File: src/core/ltx_pkg.sv
package ltx_pkg;
  // opcode encodings, complement-mask test
  localparam logic [7:0] OP_TCOMP_RR = 8'h62;
  localparam logic [7:0] OP_TCOMP_RIR = 8'h63;
  localparam logic [7:0] OP_TCOMP_GG = 8'h64;
  localparam logic [7:0] OP_TCOMP_GIR = 8'h65;
  localparam logic [7:0] OP_TCOMP_GIM = 8'h66;
  // opcode encodings, mask test
  localparam logic [7:0] OP_TMASK_RR = 8'h72;
  localparam logic [7:0] OP_TMASK_RIR = 8'h73;
  localparam logic [7:0] OP_TMASK_GG = 8'h74;
  localparam logic [7:0] OP_TMASK_GIR = 8'h75;
  localparam logic [7:0] OP_TMASK_GIM = 8'h76;
  // opcode encodings, exclusive-or
  localparam logic [7:0] OP_XOR_RR = 8'hB2;
  localparam logic [7:0] OP_XOR_RIR = 8'hB3;
  localparam logic [7:0] OP_XOR_GG = 8'hB4;
  localparam logic [7:0] OP_XOR_GIR = 8'hB5;
  localparam logic [7:0] OP_XOR_GIM = 8'hB6;
  // instruction lengths and cycle counts
  localparam logic [1:0] LEN_SHORT = 2'h2;
  localparam logic [1:0] LEN_LONG = 2'h3;
  localparam logic [2:0] CYC_FAST = 3'h4;
  localparam logic [2:0] CYC_SLOW = 3'h6;
  // flag bit positions inside the flag nibble {c,z,s,v}
  localparam int FLAG_C = 3;
  localparam int FLAG_Z = 2;
  localparam int FLAG_S = 1;
  localparam int FLAG_V = 0;
  localparam int SIGN_BIT = 7;
  // reset values
  localparam logic [7:0] RESULT_RST = 8'h00;
  localparam logic [3:0] FLAGS_RST = 4'h0;
  localparam logic [7:0] ADDR_RST = 8'h00;
  localparam logic [1:0] LEN_RST = 2'h0;
  localparam logic [2:0] CYC_RST = 3'h0;
  // operation class
  typedef enum logic [1:0] {
    LTX_OP_NONE = 2'b00,
    LTX_OP_TCOMP = 2'b01,
    LTX_OP_TMASK = 2'b10,
    LTX_OP_XOR = 2'b11
  } ltx_op_t;
  // addressing form
  typedef enum logic [2:0] {
    LTX_AM_RR = 3'b000,
    LTX_AM_RIR = 3'b001,
    LTX_AM_GG = 3'b010,
    LTX_AM_GIR = 3'b011,
    LTX_AM_GIM = 3'b100
  } ltx_am_t;
endpackage

File: src/core/ltx_alu.sv
`timescale 1ns/10ps
`default_nettype none
// Operation
// - complement-mask test: flags from (not dst) and src
// - decode 62..66, lengths and cycle counts
// - mask test: flags from dst and src
// - decode 72..76, lengths and cycle counts
// - xor writes dst, source untouched
// - decode B2..B6, lengths and cycle counts
// - zero flag set when result zero
// - sign from bit 7, overflow cleared, carry kept
module ltx_alu
  import ltx_pkg::*;
(
  input wire logic core_clk,
  input wire logic rst,
  input wire logic issue, // one-cycle strobe: opcode and operands valid
  input wire logic [7:0] opcode,
  input wire logic [7:0] byte2, // second instruction byte
  input wire logic [7:0] byte3, // third instruction byte
  input wire logic [7:0] dst_val, // destination operand value
  input wire logic [7:0] src_val, // source operand value (register or pointed)
  input wire logic [3:0] flags_in, // current {c,z,s,v}
  output logic done, // one-cycle result strobe
  output logic hit, // opcode was one of ours
  output logic [7:0] result,
  output logic wr_en, // write result to destination
  output logic [7:0] dst_addr, // destination register address (byte2 or byte3 in long forms, high nibble of byte2 in short forms)
  output logic [7:0] src_addr, // source register address (byte2 or byte3 in long forms, low nibble of byte2 in short forms)
  output logic [3:0] flags_out, // updated {c,z,s,v}
  output logic [1:0] len, // instruction length in bytes
  output logic [2:0] cycles // instruction cycle count
);
  import ltx_pkg::*;

  ltx_op_t op; // decoded operation
  ltx_am_t amode; // decoded addressing form
  logic [1:0] len_d; // decoded length
  logic [2:0] cyc_d; // decoded cycle count
  logic [7:0] res_d; // combinational result
  logic [3:0] flg_d; // combinational flags
  logic [7:0] dsta_d; // combinational destination address
  logic [7:0] srca_d; // combinational source address

  ltx_decode u_dec (
    .opcode(opcode),
    .op(op),
    .amode(amode),
    .len(len_d),
    .cycles(cyc_d)
  );

  // datapath: tests only compute, xor computes and writes back
  always_comb begin
    unique case (op)
      LTX_OP_TCOMP: res_d = ~dst_val & src_val;
      LTX_OP_TMASK: res_d = dst_val & src_val;
      LTX_OP_XOR: res_d = dst_val ^ src_val;
      // not ours: never registered, so any value will do
      LTX_OP_NONE: res_d = dst_val;
    endcase
  end

  // flag update; carry always passes through untouched
  always_comb begin
    flg_d = flags_in;
    if (op != LTX_OP_NONE) begin
      flg_d[FLAG_Z] = (res_d == 8'h00);
      flg_d[FLAG_S] = res_d[SIGN_BIT];
      flg_d[FLAG_V] = 1'b0;
    end
  end

  // operand byte order: long register forms swap, short forms use nibbles of byte2
  always_comb begin
    if (amode == LTX_AM_GIM) begin
      dsta_d = byte2;
      srca_d = byte3;
    end else if (amode == LTX_AM_GG || amode == LTX_AM_GIR) begin
      srca_d = byte2;
      dsta_d = byte3;
    end else begin
      // working registers: dst high nibble, src low nibble
      dsta_d = {4'h0, byte2[7:4]};
      srca_d = {4'h0, byte2[3:0]};
    end
  end

  // completion strobe: every issue is answered exactly one cycle later
  always_ff @(posedge core_clk) begin
    if (rst) begin
      done <= 1'b0;
    end else begin
      done <= issue;
    end
  end

  // hit strobe: unknown opcodes still answer, but as a miss
  always_ff @(posedge core_clk) begin
    if (rst) begin
      hit <= 1'b0;
    end else begin
      hit <= issue && (op != LTX_OP_NONE);
    end
  end

  // write-back strobe: only xor writes; both tests leave operands alone
  always_ff @(posedge core_clk) begin
    if (rst) begin
      wr_en <= 1'b0;
    end else begin
      wr_en <= issue && (op == LTX_OP_XOR);
    end
  end

  // result and flags held between hits, so the core may read them late
  always_ff @(posedge core_clk) begin
    if (rst) begin
      result <= RESULT_RST;
      flags_out <= FLAGS_RST;
    end else if (issue && op != LTX_OP_NONE) begin
      result <= res_d;
      flags_out <= flg_d;
    end
  end

  // operand addresses; a miss leaves the last pair in place
  always_ff @(posedge core_clk) begin
    if (rst) begin
      dst_addr <= ADDR_RST;
      src_addr <= ADDR_RST;
    end else if (issue && op != LTX_OP_NONE) begin
      dst_addr <= dsta_d;
      src_addr <= srca_d;
    end
  end

  // length and cycle count are reported, not waited out: the core sequences them
  always_ff @(posedge core_clk) begin
    if (rst) begin
      len <= LEN_RST;
      cycles <= CYC_RST;
    end else if (issue && op != LTX_OP_NONE) begin
      len <= len_d;
      cycles <= cyc_d;
    end
  end

  // checks: strobes and reset
  reset_quiet_a: assert property (@(posedge core_clk)
    rst |=> !done && !hit && !wr_en)
    else $error("strobe high right after reset");
  done_follow_a: assert property (@(posedge core_clk) disable iff (rst)
    issue |=> done)
    else $error("issue not answered");
  done_single_a: assert property (@(posedge core_clk) disable iff (rst)
    !issue |=> !done)
    else $error("answer without an issue");
  hit_in_done_a: assert property (@(posedge core_clk) disable iff (rst)
    hit |-> done)
    else $error("hit outside an answer");
  write_in_hit_a: assert property (@(posedge core_clk) disable iff (rst)
    wr_en |-> hit)
    else $error("write-back on a miss");

  // checks: results and flags
  zero_flag_a: assert property (@(posedge core_clk) disable iff (rst)
    hit |-> flags_out[FLAG_Z] == (result == 8'h00))
    else $error("zero flag wrong");
  sign_ovf_a: assert property (@(posedge core_clk) disable iff (rst)
    hit |-> flags_out[FLAG_S] == result[SIGN_BIT] && !flags_out[FLAG_V])
    else $error("sign or overflow wrong");
  carry_kept_a: assert property (@(posedge core_clk) disable iff (rst)
    issue && op != LTX_OP_NONE |=> flags_out[FLAG_C] == $past(flags_in[FLAG_C]))
    else $error("carry changed");
  tcomp_calc_a: assert property (@(posedge core_clk) disable iff (rst)
    issue && op == LTX_OP_TCOMP |=> result == (~$past(dst_val) & $past(src_val)) && !wr_en)
    else $error("complement test result wrong");
  tmask_calc_a: assert property (@(posedge core_clk) disable iff (rst)
    issue && op == LTX_OP_TMASK |=> result == ($past(dst_val) & $past(src_val)) && !wr_en)
    else $error("mask test result wrong");
  xor_write_a: assert property (@(posedge core_clk) disable iff (rst)
    issue && op == LTX_OP_XOR |=> wr_en && result == ($past(dst_val) ^ $past(src_val)))
    else $error("xor result or write-back wrong");

  // checks: lengths, cycle counts and operand order
  tcomp_timing_a: assert property (@(posedge core_clk) disable iff (rst)
    issue && opcode == OP_TCOMP_RR |=> len == LEN_SHORT && cycles == CYC_FAST)
    else $error("complement test short form timing wrong");
  tmask_timing_a: assert property (@(posedge core_clk) disable iff (rst)
    issue && opcode == OP_TMASK_GIM |=> len == LEN_LONG && cycles == CYC_SLOW)
    else $error("mask test immediate timing wrong");
  xor_timing_a: assert property (@(posedge core_clk) disable iff (rst)
    issue && opcode == OP_XOR_RIR |=> len == LEN_SHORT && cycles == CYC_SLOW)
    else $error("xor indirect timing wrong");
  short_fast_a: assert property (@(posedge core_clk) disable iff (rst)
    issue && op != LTX_OP_NONE && opcode[3:0] == OP_XOR_RR[3:0] |=> len == LEN_SHORT && cycles == CYC_FAST)
    else $error("register pair timing wrong");
  long_form_a: assert property (@(posedge core_clk) disable iff (rst)
    issue && op != LTX_OP_NONE && opcode[3:0] > 4'h3 |=> len == LEN_LONG && cycles == CYC_SLOW)
    else $error("three-byte form timing wrong");
  imm_order_a: assert property (@(posedge core_clk) disable iff (rst)
    issue && opcode == OP_XOR_GIM |=> dst_addr == $past(byte2) && src_addr == $past(byte3))
    else $error("immediate form byte order wrong");
  reg_order_a: assert property (@(posedge core_clk) disable iff (rst)
    issue && opcode == OP_TMASK_GG |=> dst_addr == $past(byte3) && src_addr == $past(byte2))
    else $error("register form byte order wrong");
  short_order_a: assert property (@(posedge core_clk) disable iff (rst)
    issue && op != LTX_OP_NONE && opcode[3:0] < 4'h4
    |=> dst_addr == ($past(byte2) >> 4) && src_addr == ($past(byte2) & 8'h0F))
    else $error("working register split wrong");

  // checks: a miss leaves result, flags, dst_addr and len alone; an idle cycle leaves result, flags, src_addr, len and cycles alone
  miss_hold_a: assert property (@(posedge core_clk) disable iff (rst)
    issue && op == LTX_OP_NONE
    |=> !hit && !wr_en && $stable(result) && $stable(flags_out) && $stable(dst_addr) && $stable(len))
    else $error("miss changed held outputs");
  idle_hold_a: assert property (@(posedge core_clk) disable iff (rst)
    !issue |=> $stable(result) && $stable(flags_out) && $stable(src_addr) && $stable(len) && $stable(cycles))
    else $error("idle cycle changed held outputs");

  // scenarios worth seeing at least once
  cov_tcomp_zero: cover property (@(posedge core_clk) issue && op == LTX_OP_TCOMP ##1 flags_out[FLAG_Z]);
  cov_tmask_hit: cover property (@(posedge core_clk) issue && op == LTX_OP_TMASK);
  cov_xor_wr: cover property (@(posedge core_clk) wr_en);
  cov_miss: cover property (@(posedge core_clk) done && !hit);
  cov_back2back: cover property (@(posedge core_clk) hit ##1 hit);
endmodule // ltx_alu
`default_nettype wire

File: src/core/ltx_decode.sv
`timescale 1ns/10ps
`default_nettype none
// combinational opcode decoder for the three logical instructions
module ltx_decode
  import ltx_pkg::*;
(
  input wire logic [7:0] opcode,
  output var ltx_pkg::ltx_op_t op,
  output var ltx_pkg::ltx_am_t amode,
  output logic [1:0] len,
  output logic [2:0] cycles
);
  import ltx_pkg::*;

  // high nibble picks the operation, low nibble the form
  always_comb begin
    unique case (opcode[7:4])
      OP_TCOMP_RR[7:4]: op = LTX_OP_TCOMP;
      OP_TMASK_RR[7:4]: op = LTX_OP_TMASK;
      OP_XOR_RR[7:4]: op = LTX_OP_XOR;
      default: op = LTX_OP_NONE;
    endcase
    amode = LTX_AM_RR;
    len = LEN_SHORT;
    cycles = CYC_FAST;
    // forms 2..6 of the low nibble; others are not ours
    unique case (opcode[3:0])
      OP_TCOMP_RR[3:0]: begin
        amode = LTX_AM_RR;
      end
      OP_TCOMP_RIR[3:0]: begin
        amode = LTX_AM_RIR;
        cycles = CYC_SLOW;
      end
      OP_TCOMP_GG[3:0]: begin
        amode = LTX_AM_GG;
        len = LEN_LONG;
        cycles = CYC_SLOW;
      end
      OP_TCOMP_GIR[3:0]: begin
        amode = LTX_AM_GIR;
        len = LEN_LONG;
        cycles = CYC_SLOW;
      end
      OP_TCOMP_GIM[3:0]: begin
        amode = LTX_AM_GIM;
        len = LEN_LONG;
        cycles = CYC_SLOW;
      end
      default: begin
        op = LTX_OP_NONE;
      end
    endcase
  end
endmodule // ltx_decode
`default_nettype wire

File: config.mk
export PLATFORM = sky130hd
export DESIGN_NAME = ltx_alu
export DESIGN_NICKNAME = d
export VERILOG_FILES = /design/src/core/ltx_pkg.sv /design/src/core/ltx_alu.sv /design/src/core/ltx_decode.sv
export SDC_FILE = /design/constraint.sdc
export NUM_CORES = 1
export LEC_CHECK = 0
export ABC_AREA = 1
export BUFFER_PORTS_ARGS = -buffer_cell sky130_fd_sc_hd__buf_4
export CAP_MARGIN = 25
export CORE_ASPECT_RATIO = 1.5
export CORE_UTILIZATION = 48
export CTS_BUF_LIST = sky130_fd_sc_hd__clkbuf_16
export DETAILED_ROUTE_END_ITERATION = 8
export PLACE_DENSITY = 0.89
export SYNTH_ARGS = -nofsm -noshare
export SYNTH_HDL_FRONTEND = slang
export SYNTH_SLANG_ARGS = --single-unit
File: constraint.sdc
create_clock -name core_clk -period 2.7 [get_ports core_clk]
set_input_delay 0.135 -clock core_clk [delete_from_list [all_inputs] [get_ports core_clk]]
set_output_delay 0.135 -clock core_clk [all_outputs]
set_load 0.005 [all_outputs]
==> results of run 1 <==
worst max-delay path: cells and delay by family:
kind | cells | cell delay (ns)
adders and majority gates | 1 | 0.51
and+or+nand+nor | 5 | 0.70
buffers and inverters | 2 | 0.32
AOI/OAI and AO/OA | 3 | 0.65
path summary, 6_finish.rpt:
path                     start            to  cells after the start
setup / recovery     opcode[3]  flags_out[2]                     11
hold / removal             rst  flags_out[2]                      2
setup reg to reg        len[0]        len[0]                      2
hold reg to reg   flags_out[0]  flags_out[0]                      2
cells by family (layout without fill, tap and decap cells):
kind of cell             count (synthesis)  in the layout  synth area share (%)
buffers and inverters                   50            124                  11.9
other                                    1              1                 0.193
adder cells (fa/ha/maj)                  3              3                  1.94
flip-flops                              34             34                  35.1
AO/OA/AOI/OAI                           69             69                  21.1
AND/OR/NAND/NOR                        138            138                  29.7
flip-flops by register name, indices dropped and copies added, names as in the netlist:
name	count
src_addr	8
result	8
flags_out	4
hit	1
len	1
dst_addr	8
wr_en	1
done	1
cycles	2
cells in the final DEF, fill, tap and decap left out:
cell,count
sky130_fd_sc_hd__buf_4,82
sky130_fd_sc_hd__nand2_1,80
sky130_fd_sc_hd__nor2_1,36
sky130_fd_sc_hd__dfxtp_1,34
sky130_fd_sc_hd__inv_1,31
sky130_fd_sc_hd__a21oi_1,29
sky130_fd_sc_hd__o21ai_0,19
sky130_fd_sc_hd__o211ai_1,15
sky130_fd_sc_hd__nand3_1,11
sky130_fd_sc_hd__clkbuf_16,5
sky130_fd_sc_hd__or2_2,4
sky130_fd_sc_hd__o211a_1,4
sky130_fd_sc_hd__nor3b_1,3
sky130_fd_sc_hd__ha_1,3
sky130_fd_sc_hd__inv_2,2
sky130_fd_sc_hd__clkinv_1,2
sky130_fd_sc_hd__bufinv_16,2
sky130_fd_sc_hd__nor3_4,1
sky130_fd_sc_hd__or3_1,1
sky130_fd_sc_hd__nor2_4,1
sky130_fd_sc_hd__o21bai_1,1
sky130_fd_sc_hd__nor3_1,1
sky130_fd_sc_hd__o221ai_1,1
sky130_fd_sc_hd__conb_1,1
metrics by stage:
stage	util, %	hold WS (ns)	power [uW]	cells
3_5_place_dp	66.2	0.355	725	404
3_3_place_gp	66.2	0.350	720	404
6_report	71.2	0.0660	1450	412
4_1_cts	71.2	0.0642	1460	412
5_1_grt	71.2	0.0690	1500	412
2_1_floorplan	-	0.204	628	295
final cells by class:
type                       count  area, sq um
tap                           43         53.8
inverter                      34          128
sequential                    34          681
clock inverter                 3         63.8
clock buffer                   5          125
multi-input combinational    211         1030
fill                         339         1090
timing repair buffer          82          616
where the power goes:
| part | internal [uW] | total, uW | switching [uW] |
|---|---|---|---|
| Clock | 525 | 730 | 205 |
| Combinational | 95.9 | 192 | 95.7 |
| Sequential | 517 | 525 | 7.96 |
routing by layer:
metal | vias up | global-route usage, % | wire length (um)
li1 | 1092 | - | -
met3 | 11 | 5.52 | 255
met4 | 0 | 8.68 | 113
met1 | 945 | 21.6 | 1970
met5 | - | 0 | 0
met2 | 74 | 45.2 | 2540
==> results.md, run 1 <==
• finished, final reports clean — result of the run
• 3610 um — placed wire-length estimate after detailed placement
• 2 — # H-tree levels
• 345 — Mapped Nets
• sky130_fd_sc_hd__clkbuf_16 — cell at the root of the clock tree
• 0 — Setup Fix Bufs, Post-CTS
• 0 — count of warnings emitted by yosys
• 11.8 um — routed length per placed instance
• 4 — DRT Pass-1 Iters
• 7520 um — wire length of the first global-routing pass
• 0 — number of slew-limit violations in the final report
• 0 ns — Fin Clk Skew
• 2690 sq um — cell area after layout
• 0% — fraction of synthesis flops using an asynchronous set or reset pin
• 26.3% — share of final-layout standard cells stronger than drive strength 1
• 0 — Hold Vio Cnt, Final
• sky130_fd_sc_hd__ha_1 — cell type of the slowest stage on the worst timing path
• 5 — clock buffer count from CTS
• 2.00 ns — flop2flop setup slack
• 83 — top-level I/O count
• 0 — number of flops mapped to enable cells by yosys
• 537 nW/um^2 — total power divided by cell area
• 0.669 ns — slew of the pin with the lowest slew margin
• 0 — Post-CTS Resized
• 55.1% — headroom to the max-slew limit
• 79.9 um — die height
• yes — CTS tree
• 34 — flip-flop and latch count after synthesis
• 10 — Critical Path Fanout Max
• 35.1% — sequential cell area fraction in the yosys report
• 472 MHz — fmax
• 295 — post-synthesis instance total
• 5.15 — routed vias/inst
• 0 ns — final sum of negative setup slack
• 29 — pin count of the biggest net entering global routing
• 0 — Remaining Overflow, GRT
• 6.57 sq um — mean instance size in the synthesized netlist
• 0 — antenna violations before repair
• 2 — Longest Clk Path Bufs
• sky130_fd_sc_hd__nand2_1 — cell mode on critical path
• 70 — DRC violation total after the first TritonRoute iteration
• 0.344 ns — worst setup timing slack at the placement stage
• 2.91 ns — required time of the critical path
• buf_4, or2_2, o21ai_0, nand2_1, ha_1, inv_1, a21oi_1, nand2_1, nor2_1, nand2_1, a21oi_1 — cells along the critical path
• 1940 sq um — synthesized area
• sky130_fd_sc_hd__nand2_1 — most common cell in the synthesized netlist
• 34 — Sinks on Clock Net
• sky130_fd_sc_hd__dfxtp_1 (35%), sky130_fd_sc_hd__nand2_1 (15%), sky130_fd_sc_hd__a21oi_1 (7.5%) — largest cells by area after synthesis
• 0 — Max Cap Viol
• sky130_fd_sc_hd__dfxtp_1 — predominant post-synthesis flop cell
• 78.4% — part of the cycle the worst path needs
• 25 — Yosys cell types
• flip-flop — Critical Path Sink Type
• sky130_fd_sc_hd__dfxtp_1 — cell type with the highest aggregate area in the netlist
• 51.3% — initial standard-cell utilization of the core
• 23.2% — total global routing track utilization
• 27 — standard-cell row count
• 0.51 ns — maximum cell stage delay along the critical path
• no — RSZ-0062 raised after global routing
• 0.27 ns — clk_lat worst skew
• 4870 um — post-detailed-routing wire length
• in -> reg — path class of the lowest-slack min-delay path
• 0 — antenna violation net count after detailed routing
• 3780 sq um — total core area
• 53.9 um — floorplan die width
• 2.32 ns — arrival time reported for the critical path endpoint
• 0.000400 V — maximum vdd ir drop
• 0.803 — RePlAce Congestion
• 0 — # hold bufs at CTS
• 2500 sq um — Cell Area, Placed
• 0.00141 uW — leakage component of the power
• 78 — IO buf count
• 0.583 ns — worst setup slack after layout
• 4300 sq um — Die Outline Area
• 0 — Final setup viols
• 35.1% — top cell type's share of synthesized area
• 0 — drt drc
• 0 — Antenna Diode Count
• 38.9% — area added between synthesis and finish
• 2122 — count of vias placed by the detailed router
• 0.05 ns — clock slew at the register clock pins of the worst setup and hold paths
• sky130_fd_sc_hd__nand2_1 (80), sky130_fd_sc_hd__nor2_1 (36), sky130_fd_sc_hd__dfxtp_1 (34) — Commonest cells post-synth
• primary input — nature of the critical path startpoint
• in -> reg — critical setup path kind
• 418 — final-stage net count
• 1917 — via count of the first global-routing pass
• 2.12 ns — post-layout minimum cycle time
Power figures use the tool's default switching activity.
==> inputs of run 2 (changes only) <==
--- a/config.mk
+++ b/config.mk
@@ -9,10 +9,10 @@
 export BUFFER_PORTS_ARGS = -buffer_cell sky130_fd_sc_hd__buf_4
 export CAP_MARGIN = 25
 export CORE_ASPECT_RATIO = 1.5
-export CORE_UTILIZATION = 48
+export CORE_UTILIZATION = 43
 export CTS_BUF_LIST = sky130_fd_sc_hd__clkbuf_16
 export DETAILED_ROUTE_END_ITERATION = 8
-export PLACE_DENSITY = 0.89
+export PLACE_DENSITY = 0.85
 export SYNTH_ARGS = -nofsm -noshare
 export SYNTH_HDL_FRONTEND = slang
 export SYNTH_SLANG_ARGS = --single-unit
==> constraint.sdc (replaced) <==
create_clock -name core_clk -period 1.7 [get_ports core_clk]
set_input_delay 0.085 -clock core_clk [delete_from_list [all_inputs] [get_ports core_clk]]
set_output_delay 0.085 -clock core_clk [all_outputs]
set_load 0.005 [all_outputs]
==> run 2 against run 1 <==
The flow now finishes with violations (design-rule violations). Cell count up 5.8%. Sequential power up 59%. Worst hold slack worse by 0.042 ns. Cell area up 12%. Clock power up 20%. Die area up 11%. Total power up 45%. Critical path type unchanged. Largest power group unchanged.
==> results.md, run 2 (synthesis gave the netlist of run 1 again) <==
• 0 — antenna violations before repair
• yes — RSZ-0062 raised after global routing
• 0.00151 uW — leakage component of the power
• -0.467 ns — worst setup timing slack at the placement stage
• 0.00191 ns — worst setup slack after layout
• 2268 — count of vias placed by the detailed router
• dst_addr (8), result (8), src_addr (8) — Top Registers
• 0 ns — final sum of negative setup slack
• 99.9% — part of the cycle the worst path needs
• 1.91 ns — arrival time reported for the critical path endpoint
• 12.6 um — routed length per placed instance
• 3860 um — placed wire-length estimate after detailed placement
• 125 — DRC violation total after the first TritonRoute iteration
• result[5] — critical register-to-register path endpoint
• simple AND/OR/NAND/NOR gates — family with the most delay on the worst path
• 0.0238 ns — post-route worst hold slack
• rst — beginning of the worst hold path
• 26 — pin count of the biggest net entering global routing
• 4790 sq um — Die Outline Area
• 0 — Max Cap Viol
• in -> reg — path class of the lowest-slack min-delay path
• flags_out[2] — Worst Hold Endpoint
• 2085 — via count of the first global-routing pass
• 2 — # H-tree levels
• 0.000617 V — maximum vdd ir drop
• yes — CTS tree
• 70.2% — Final Util
• 14 — drt drc
• 23.3% — total global routing track utilization
• 2 — Longest Clk Path Bufs
• 696 nW/um^2 — total power divided by cell area
• 0 ns — Fin Clk Skew
• 0 — Final setup viols
• 1.92 ns — required time of the critical path
• 0.21 ns — maximum cell stage delay along the critical path
• 7 — Critical Path Fanout Max
• 0 — Hold Vio Cnt, Final
• 368 — Filler cells
• 78 — IO buf count
• 0 — number of slew-limit violations in the final report
• design-rule violations — violations in the final reports
• 84.3 um — die height
• buf_4, inv_1, nor3_4, nor2_4, o21ai_4, nand2_2, buf_4, inv_1, ha_2, buf_6, a21oi_1, nor2_1, a21oi_2, nand2_1, nor2_1, nand2_1, a21oi_2 — cells along the critical path
• 54.9% — area added between synthesis and finish
• 6 — DRT Pass-1 Iters
• 0 — Remaining Overflow, GRT
• 0.05 ns — clock slew at the register clock pins of the worst setup and hold paths
• 0 — # hold bufs at CTS
• 1.70 ns — post-layout minimum cycle time
• 29 — standard-cell row count
• in -> reg — critical setup path kind
• 56.8 um — floorplan die width
• 589 MHz — fmax
• 38.2% — share of final-layout standard cells stronger than drive strength 1
• 5.20 — routed vias/inst
• 0.835 — RePlAce Congestion
• sky130_fd_sc_hd__a21oi_1 — cell type of the slowest stage on the worst timing path
• 2090 uW — Power Total
• 0 — Antenna Diode Count
• 5 — worst path buffer plus inverter count
• 34 — Sinks on Clock Net
• 8930 um — wire length of the first global-routing pass
• sky130_fd_sc_hd__clkbuf_16 — cell at the root of the clock tree
• 83 — top-level I/O count
• 2 — Worst Hold Path Cells
• 5490 um — post-detailed-routing wire length
• complete, but fails checks — result of the run
• 4280 sq um — total core area
• sky130_fd_sc_hd__buf_4 — most common cell after layout, fill and taps aside
• 2 — length in cells of the worst reg-to-reg path
• 439 — final-stage net count
• 45.3% — initial standard-cell utilization of the core
• flip-flop — Critical Path Sink Type
• 1.02 ns — flop2flop setup slack
• sky130_fd_sc_hd__buf_4 (97), sky130_fd_sc_hd__nand2_1 (74), sky130_fd_sc_hd__dfxtp_1 (34), sky130_fd_sc_hd__nor2_1 (30), sky130_fd_sc_hd__inv_1 (27) — most frequent cells in the layout
• primary input — nature of the critical path startpoint
• 0 — antenna violation net count after detailed routing
• 0.28 ns — clk_lat worst skew
• 5 — clock buffer count from CTS
• result[5] — launching point of the worst reg2reg path
==> run 2: cell count changes in the layout (fill, tap and decap cells not counted), sizes merged <==
cell      before  now
clkinv         2    3
buf           82  103
clkinvlp       0    1
bufinv         2    0
==> run 2: area by class of cell <==
class                           count  area, sq um  share of cell area, %
Clock inverter                      3         16.3                  0.541
Multi-Input combinational cell    211         1170                   38.8
Inverter                           34          145                   4.83
Sequential cell                    34          681                   22.7
Clock buffer                        5          125                   4.16
Tap cell                           46         57.6                   1.92
Timing Repair Buffer              103          813                   27.1
==> run 2: per-layer routing <==
metal	global-route usage (%)	share of wire, %
met5	0	0
met4	10.6	2.6
met3	5.55	5.9
met2	41.8	52
met1	25.6	40
==> run 2: per-stage QoR <==
step	std cells	instance area, sq um
2_1_floorplan	295	1990
3_3_place_gp	424	2690
3_5_place_dp	424	2690
4_1_cts	435	2910
5_1_grt	436	3000
6_report	436	3000
==> run 2: repair_timing <==
action	in CTS	in global routing
setup endpoints to repair	27	18
pin swaps	7	11
setup buffers	3	1
endpoints found under the hold margin	0	0
resized for setup	17	27
==> run 2: power by group <==
| group | internal [uW] | switching (uW) |
|---|---|---|
| Sequential | 821 | 12.7 |
| Combinational | 197 | 185 |
| Clock | 534 | 341 |
| Total | 1550 | 539 |
==> run 2: worst max path at each step <==
stage	startpoint	endpoint	slack [ns]	depth (start not counted)
after CTS	opcode[3]	flags_out[2]	0.02	16
after global placement	opcode[3]	flags_out[2]	-0.38	13
after global routing	opcode[1]	flags_out[2]	-0.13	17
final	opcode[1]	flags_out[2]	0.002	17
after detailed placement	opcode[3]	flags_out[2]	-0.47	13
after floorplan	opcode[3]	flags_out[2]	-0.11	16
==> run 2: worst reg2reg max path: cells and delay by family, from the launching register on <==
kind | cells | cell delay [ns]
flops | 1 | 0.32
buf+inv | 1 | 0.07
compound gates | 1 | 0.19
==> inputs of run 3 (changes only) <==
--- a/config.mk
+++ b/config.mk
@@ -5,14 +5,14 @@
 export SDC_FILE = /design/constraint.sdc
 export NUM_CORES = 1
 export LEC_CHECK = 0
-export ABC_AREA = 1
 export BUFFER_PORTS_ARGS = -buffer_cell sky130_fd_sc_hd__buf_4
 export CAP_MARGIN = 25
 export CORE_ASPECT_RATIO = 1.5
-export CORE_UTILIZATION = 43
+export CORE_UTILIZATION = 42
 export CTS_BUF_LIST = sky130_fd_sc_hd__clkbuf_16
 export DETAILED_ROUTE_END_ITERATION = 8
-export PLACE_DENSITY = 0.85
+export HOLD_SLACK_MARGIN = 0.12
+export PLACE_DENSITY_LB_ADDON = 0.05
 export SYNTH_ARGS = -nofsm -noshare
 export SYNTH_HDL_FRONTEND = slang
 export SYNTH_SLANG_ARGS = --single-unit
==> run 3 against run 2 <==
The flow finishes with violations (negative setup slack). Maximum frequency decreased by 3.9%. Critical path depth decreased by 5. Sequential share of layout area decreased by 0.43 points. Clock-buffer cell count unchanged. Wire length decreased by 3.1%. Cell area increased by 1.9%. Total power increased by 0.14%. Die area decreased by 2.3%. Clock skew unchanged. Critical path type unchanged.
==> results.md, run 3 <==
• complete, but fails checks — result of the run
• negative setup slack — violations in the final reports
• sky130_fd_sc_hd__nand3_2 — cell mode on critical path
• 78 — IO buf count
• 2 — # H-tree levels
• 32 — pin count of the biggest net entering global routing
• 1.91 ns — required time of the critical path
• 34 — flip-flop and latch count after synthesis
• 36.8% — sequential cell area fraction in the yosys report
• sky130_fd_sc_hd__dfxtp_1 — cell type with the highest aggregate area in the netlist
• 2 — worst path buffer plus inverter count
• 390 — final-stage net count
• 24.0% — met1 Resource Use GR
• 7 — Critical Path Fanout Max
• 3540 um — placed wire-length estimate after detailed placement
• 281 — Mapped Nets
• 0.05 ns — clock slew at the register clock pins of the worst setup and hold paths
• 104% — part of the cycle the worst path needs
• 0 — antenna violations before repair
• 76 — DRC violation total after the first TritonRoute iteration
• dst_addr (8), result (8), src_addr (8) — Top Registers
• 0 — Remaining Overflow, GRT
• sky130_fd_sc_hd__dfxtp_1 (34), sky130_fd_sc_hd__nor2_1 (29), sky130_fd_sc_hd__nand2_1 (28) — Commonest cells post-synth
• 36.8% — top cell type's share of synthesized area
• sky130_fd_sc_hd__clkbuf_16 — cell at the root of the clock tree
• 0.27 ns — clk_lat worst skew
• 0.729 — RePlAce Congestion
• 1.77 ns — post-layout minimum cycle time
• 56.2 um — floorplan die width
• 566 MHz — fmax
• 387 — Final Instance Count excl. Fillers
• 4680 sq um — Die Outline Area
• in -> reg — critical setup path kind
• met2 — GR peak layer
• sky130_fd_sc_hd__buf_4 (94), sky130_fd_sc_hd__dfxtp_1 (34), sky130_fd_sc_hd__nand2_1 (27), sky130_fd_sc_hd__nor2_1 (27), sky130_fd_sc_hd__a21oi_1 (18) — most frequent cells in the layout
• sky130_fd_sc_hd__dfxtp_1 (37%), sky130_fd_sc_hd__a21oi_1 (6.0%), sky130_fd_sc_hd__nor2_1 (5.9%) — largest cells by area after synthesis
• 1180 sq um — area of the multi-input gates
• 8.01 sq um — mean instance size in the synthesized netlist
• 22.7% — total global routing track utilization
• sky130_fd_sc_hd__buf_4 — most common cell after layout, fill and taps aside
• 13.7 um — routed length per placed instance
• 1868 — via count of the first global-routing pass
• 8420 um — wire length of the first global-routing pass
• 357 — number of placed instances, taps included
• 41.1% — met2 usage in global routing
• 0 ns — Fin Clk Skew
• 4 — DRT Pass-1 Iters
• buf_8, nand3_2, o21ai_2, nor3b_2, nand3_2, ha_4, buf_4, a21oi_2, a22oi_2, nor4_2, a22oi_1, nor2_1 — cells along the critical path
• 42.2% — share of final-layout standard cells stronger than drive strength 1
• in -> reg — path class of the lowest-slack min-delay path
• 327 — Filler cells
• 0 — Max Cap Viol
• 83 — top-level I/O count
• 0.36 ns — maximum cell stage delay along the critical path
• 0 — Hold Vio Cnt, Final
• 43.9% — initial standard-cell utilization of the core
• 1850 sq um — synthesized area
• 37 — Yosys cell types
• 83.3 um — die height
• simple AND/OR/NAND/NOR gates — family with the most delay on the worst path
• 1.98 ns — arrival time reported for the critical path endpoint
• yes — RSZ-0062 raised after global routing
• 3 — Final setup viols
• 0 — Antenna Diode Count
• 2013 — count of vias placed by the detailed router
• 0 — drt drc
• 5 — clock buffer count from CTS
• primary input — nature of the critical path startpoint
• 684 nW/um^2 — total power divided by cell area
• flip-flop — Critical Path Sink Type
• 65.6% — area added between synthesis and finish
• 2 — Longest Clk Path Bufs
• 0 — number of flops mapped to enable cells by yosys
• sky130_fd_sc_hd__dfxtp_1 — most common cell in the synthesized netlist
• 5320 um — post-detailed-routing wire length
• sky130_fd_sc_hd__dfxtp_1 — predominant post-synthesis flop cell
• 0 — number of slew-limit violations in the final report
• 4.52% — global-route met3 utilization
• 34 — Sinks on Clock Net
• 29 — standard-cell row count
• 72.7% — Final Util
• sky130_fd_sc_hd__nor4_2 — cell type of the slowest stage on the worst timing path
• 0 — count of warnings emitted by yosys
• 0.000681 V — maximum vdd ir drop
• 0 — antenna violation net count after detailed routing
• -0.0679 ns — worst setup slack after layout
• 0% — fraction of synthesis flops using an asynchronous set or reset pin
• 681 sq um — area of all sequential standard cells
• 4210 sq um — total core area
• 0.00133 uW — leakage component of the power
• 231 — post-synthesis instance total
• yes — CTS tree
• 5.20 — routed vias/inst
run 3: kinds of logic after synthesis:
logic type / share of synthesized area, %
other cells: 0.203
fa+ha+maj: 2.03
buf+inv: 7.31
flops: 36.8
compound gates: 19.3
mux: 2.17
xor+xnor: 7.58
simple gates: 24.6
run 3: stage by stage:
| stage | hold slack, ns | TNS, ns | total power, uW | area, sq um | setup slack [ns] |
|---|---|---|---|---|---|
| floorplan | 0.176 | -0.0570 | 1010 | 1880 | -0.0570 |
| global placement | 0.345 | -5.36 | 1190 | 2560 | -0.478 |
| detailed placement | 0.350 | -6.77 | 1190 | 2560 | -0.542 |
| CTS | 0.120 | 0 | 2090 | 2990 | 0.000458 |
| global route | 0.134 | -0.772 | 2200 | 3060 | -0.143 |
| finish | 0.126 | -0.0982 | 2090 | 3060 | -0.0679 |
run 3: metal layers:
metal,wire (um),vias to the layer above
met2,2810,80
met5,0,-
li1,-,1010
met1,2080,912
met4,161,0
met3,262,11
run 3: final cells by class:
| cell class | count | share of cell area (%) |
|---|---|---|
| Clock buffer | 5 | 4.09 |
| Clock inverter | 3 | 0.409 |
| Inverter | 6 | 0.736 |
| Multi-Input combinational cell | 172 | 38.4 |
| Sequential cell | 34 | 22.2 |
| Tap cell | 46 | 1.88 |
| Timing Repair Buffer | 121 | 32.2 |
run 3: worst register-to-register path, delay by kind of cell (launching register included):
| family | cells | cell delay (ns) |
|---|---|---|
| compound gates | 1 | 0.25 |
| simple gates | 1 | 0.05 |
| flops | 1 | 0.34 |
run 3: power breakdown:
part | total (uW) | switching (uW) | internal, uW
sequential | 832 | 11.7 | 820
combinational | 427 | 180 | 247
clock | 835 | 306 | 528
run 3: path summary, 6_finish.rpt:
path              cells after the start  slack, ns            to        start
setup / recovery                     12      -0.07  flags_out[2]    opcode[1]
setup reg to reg                      2       0.96   src_addr[1]  src_addr[1]
hold / removal                        2       0.13          done        issue
hold reg to reg                       2       0.46        len[0]       len[0]
run 3: what timing repair did:
item	in CTS	in global routing
pin swaps	10	11
endpoints found under the hold margin	11	0
gates resized for setup	21	17
endpoints found under the setup margin	10	12
buffers inserted	4	1
hold buffers	16	0
cloned	0	1
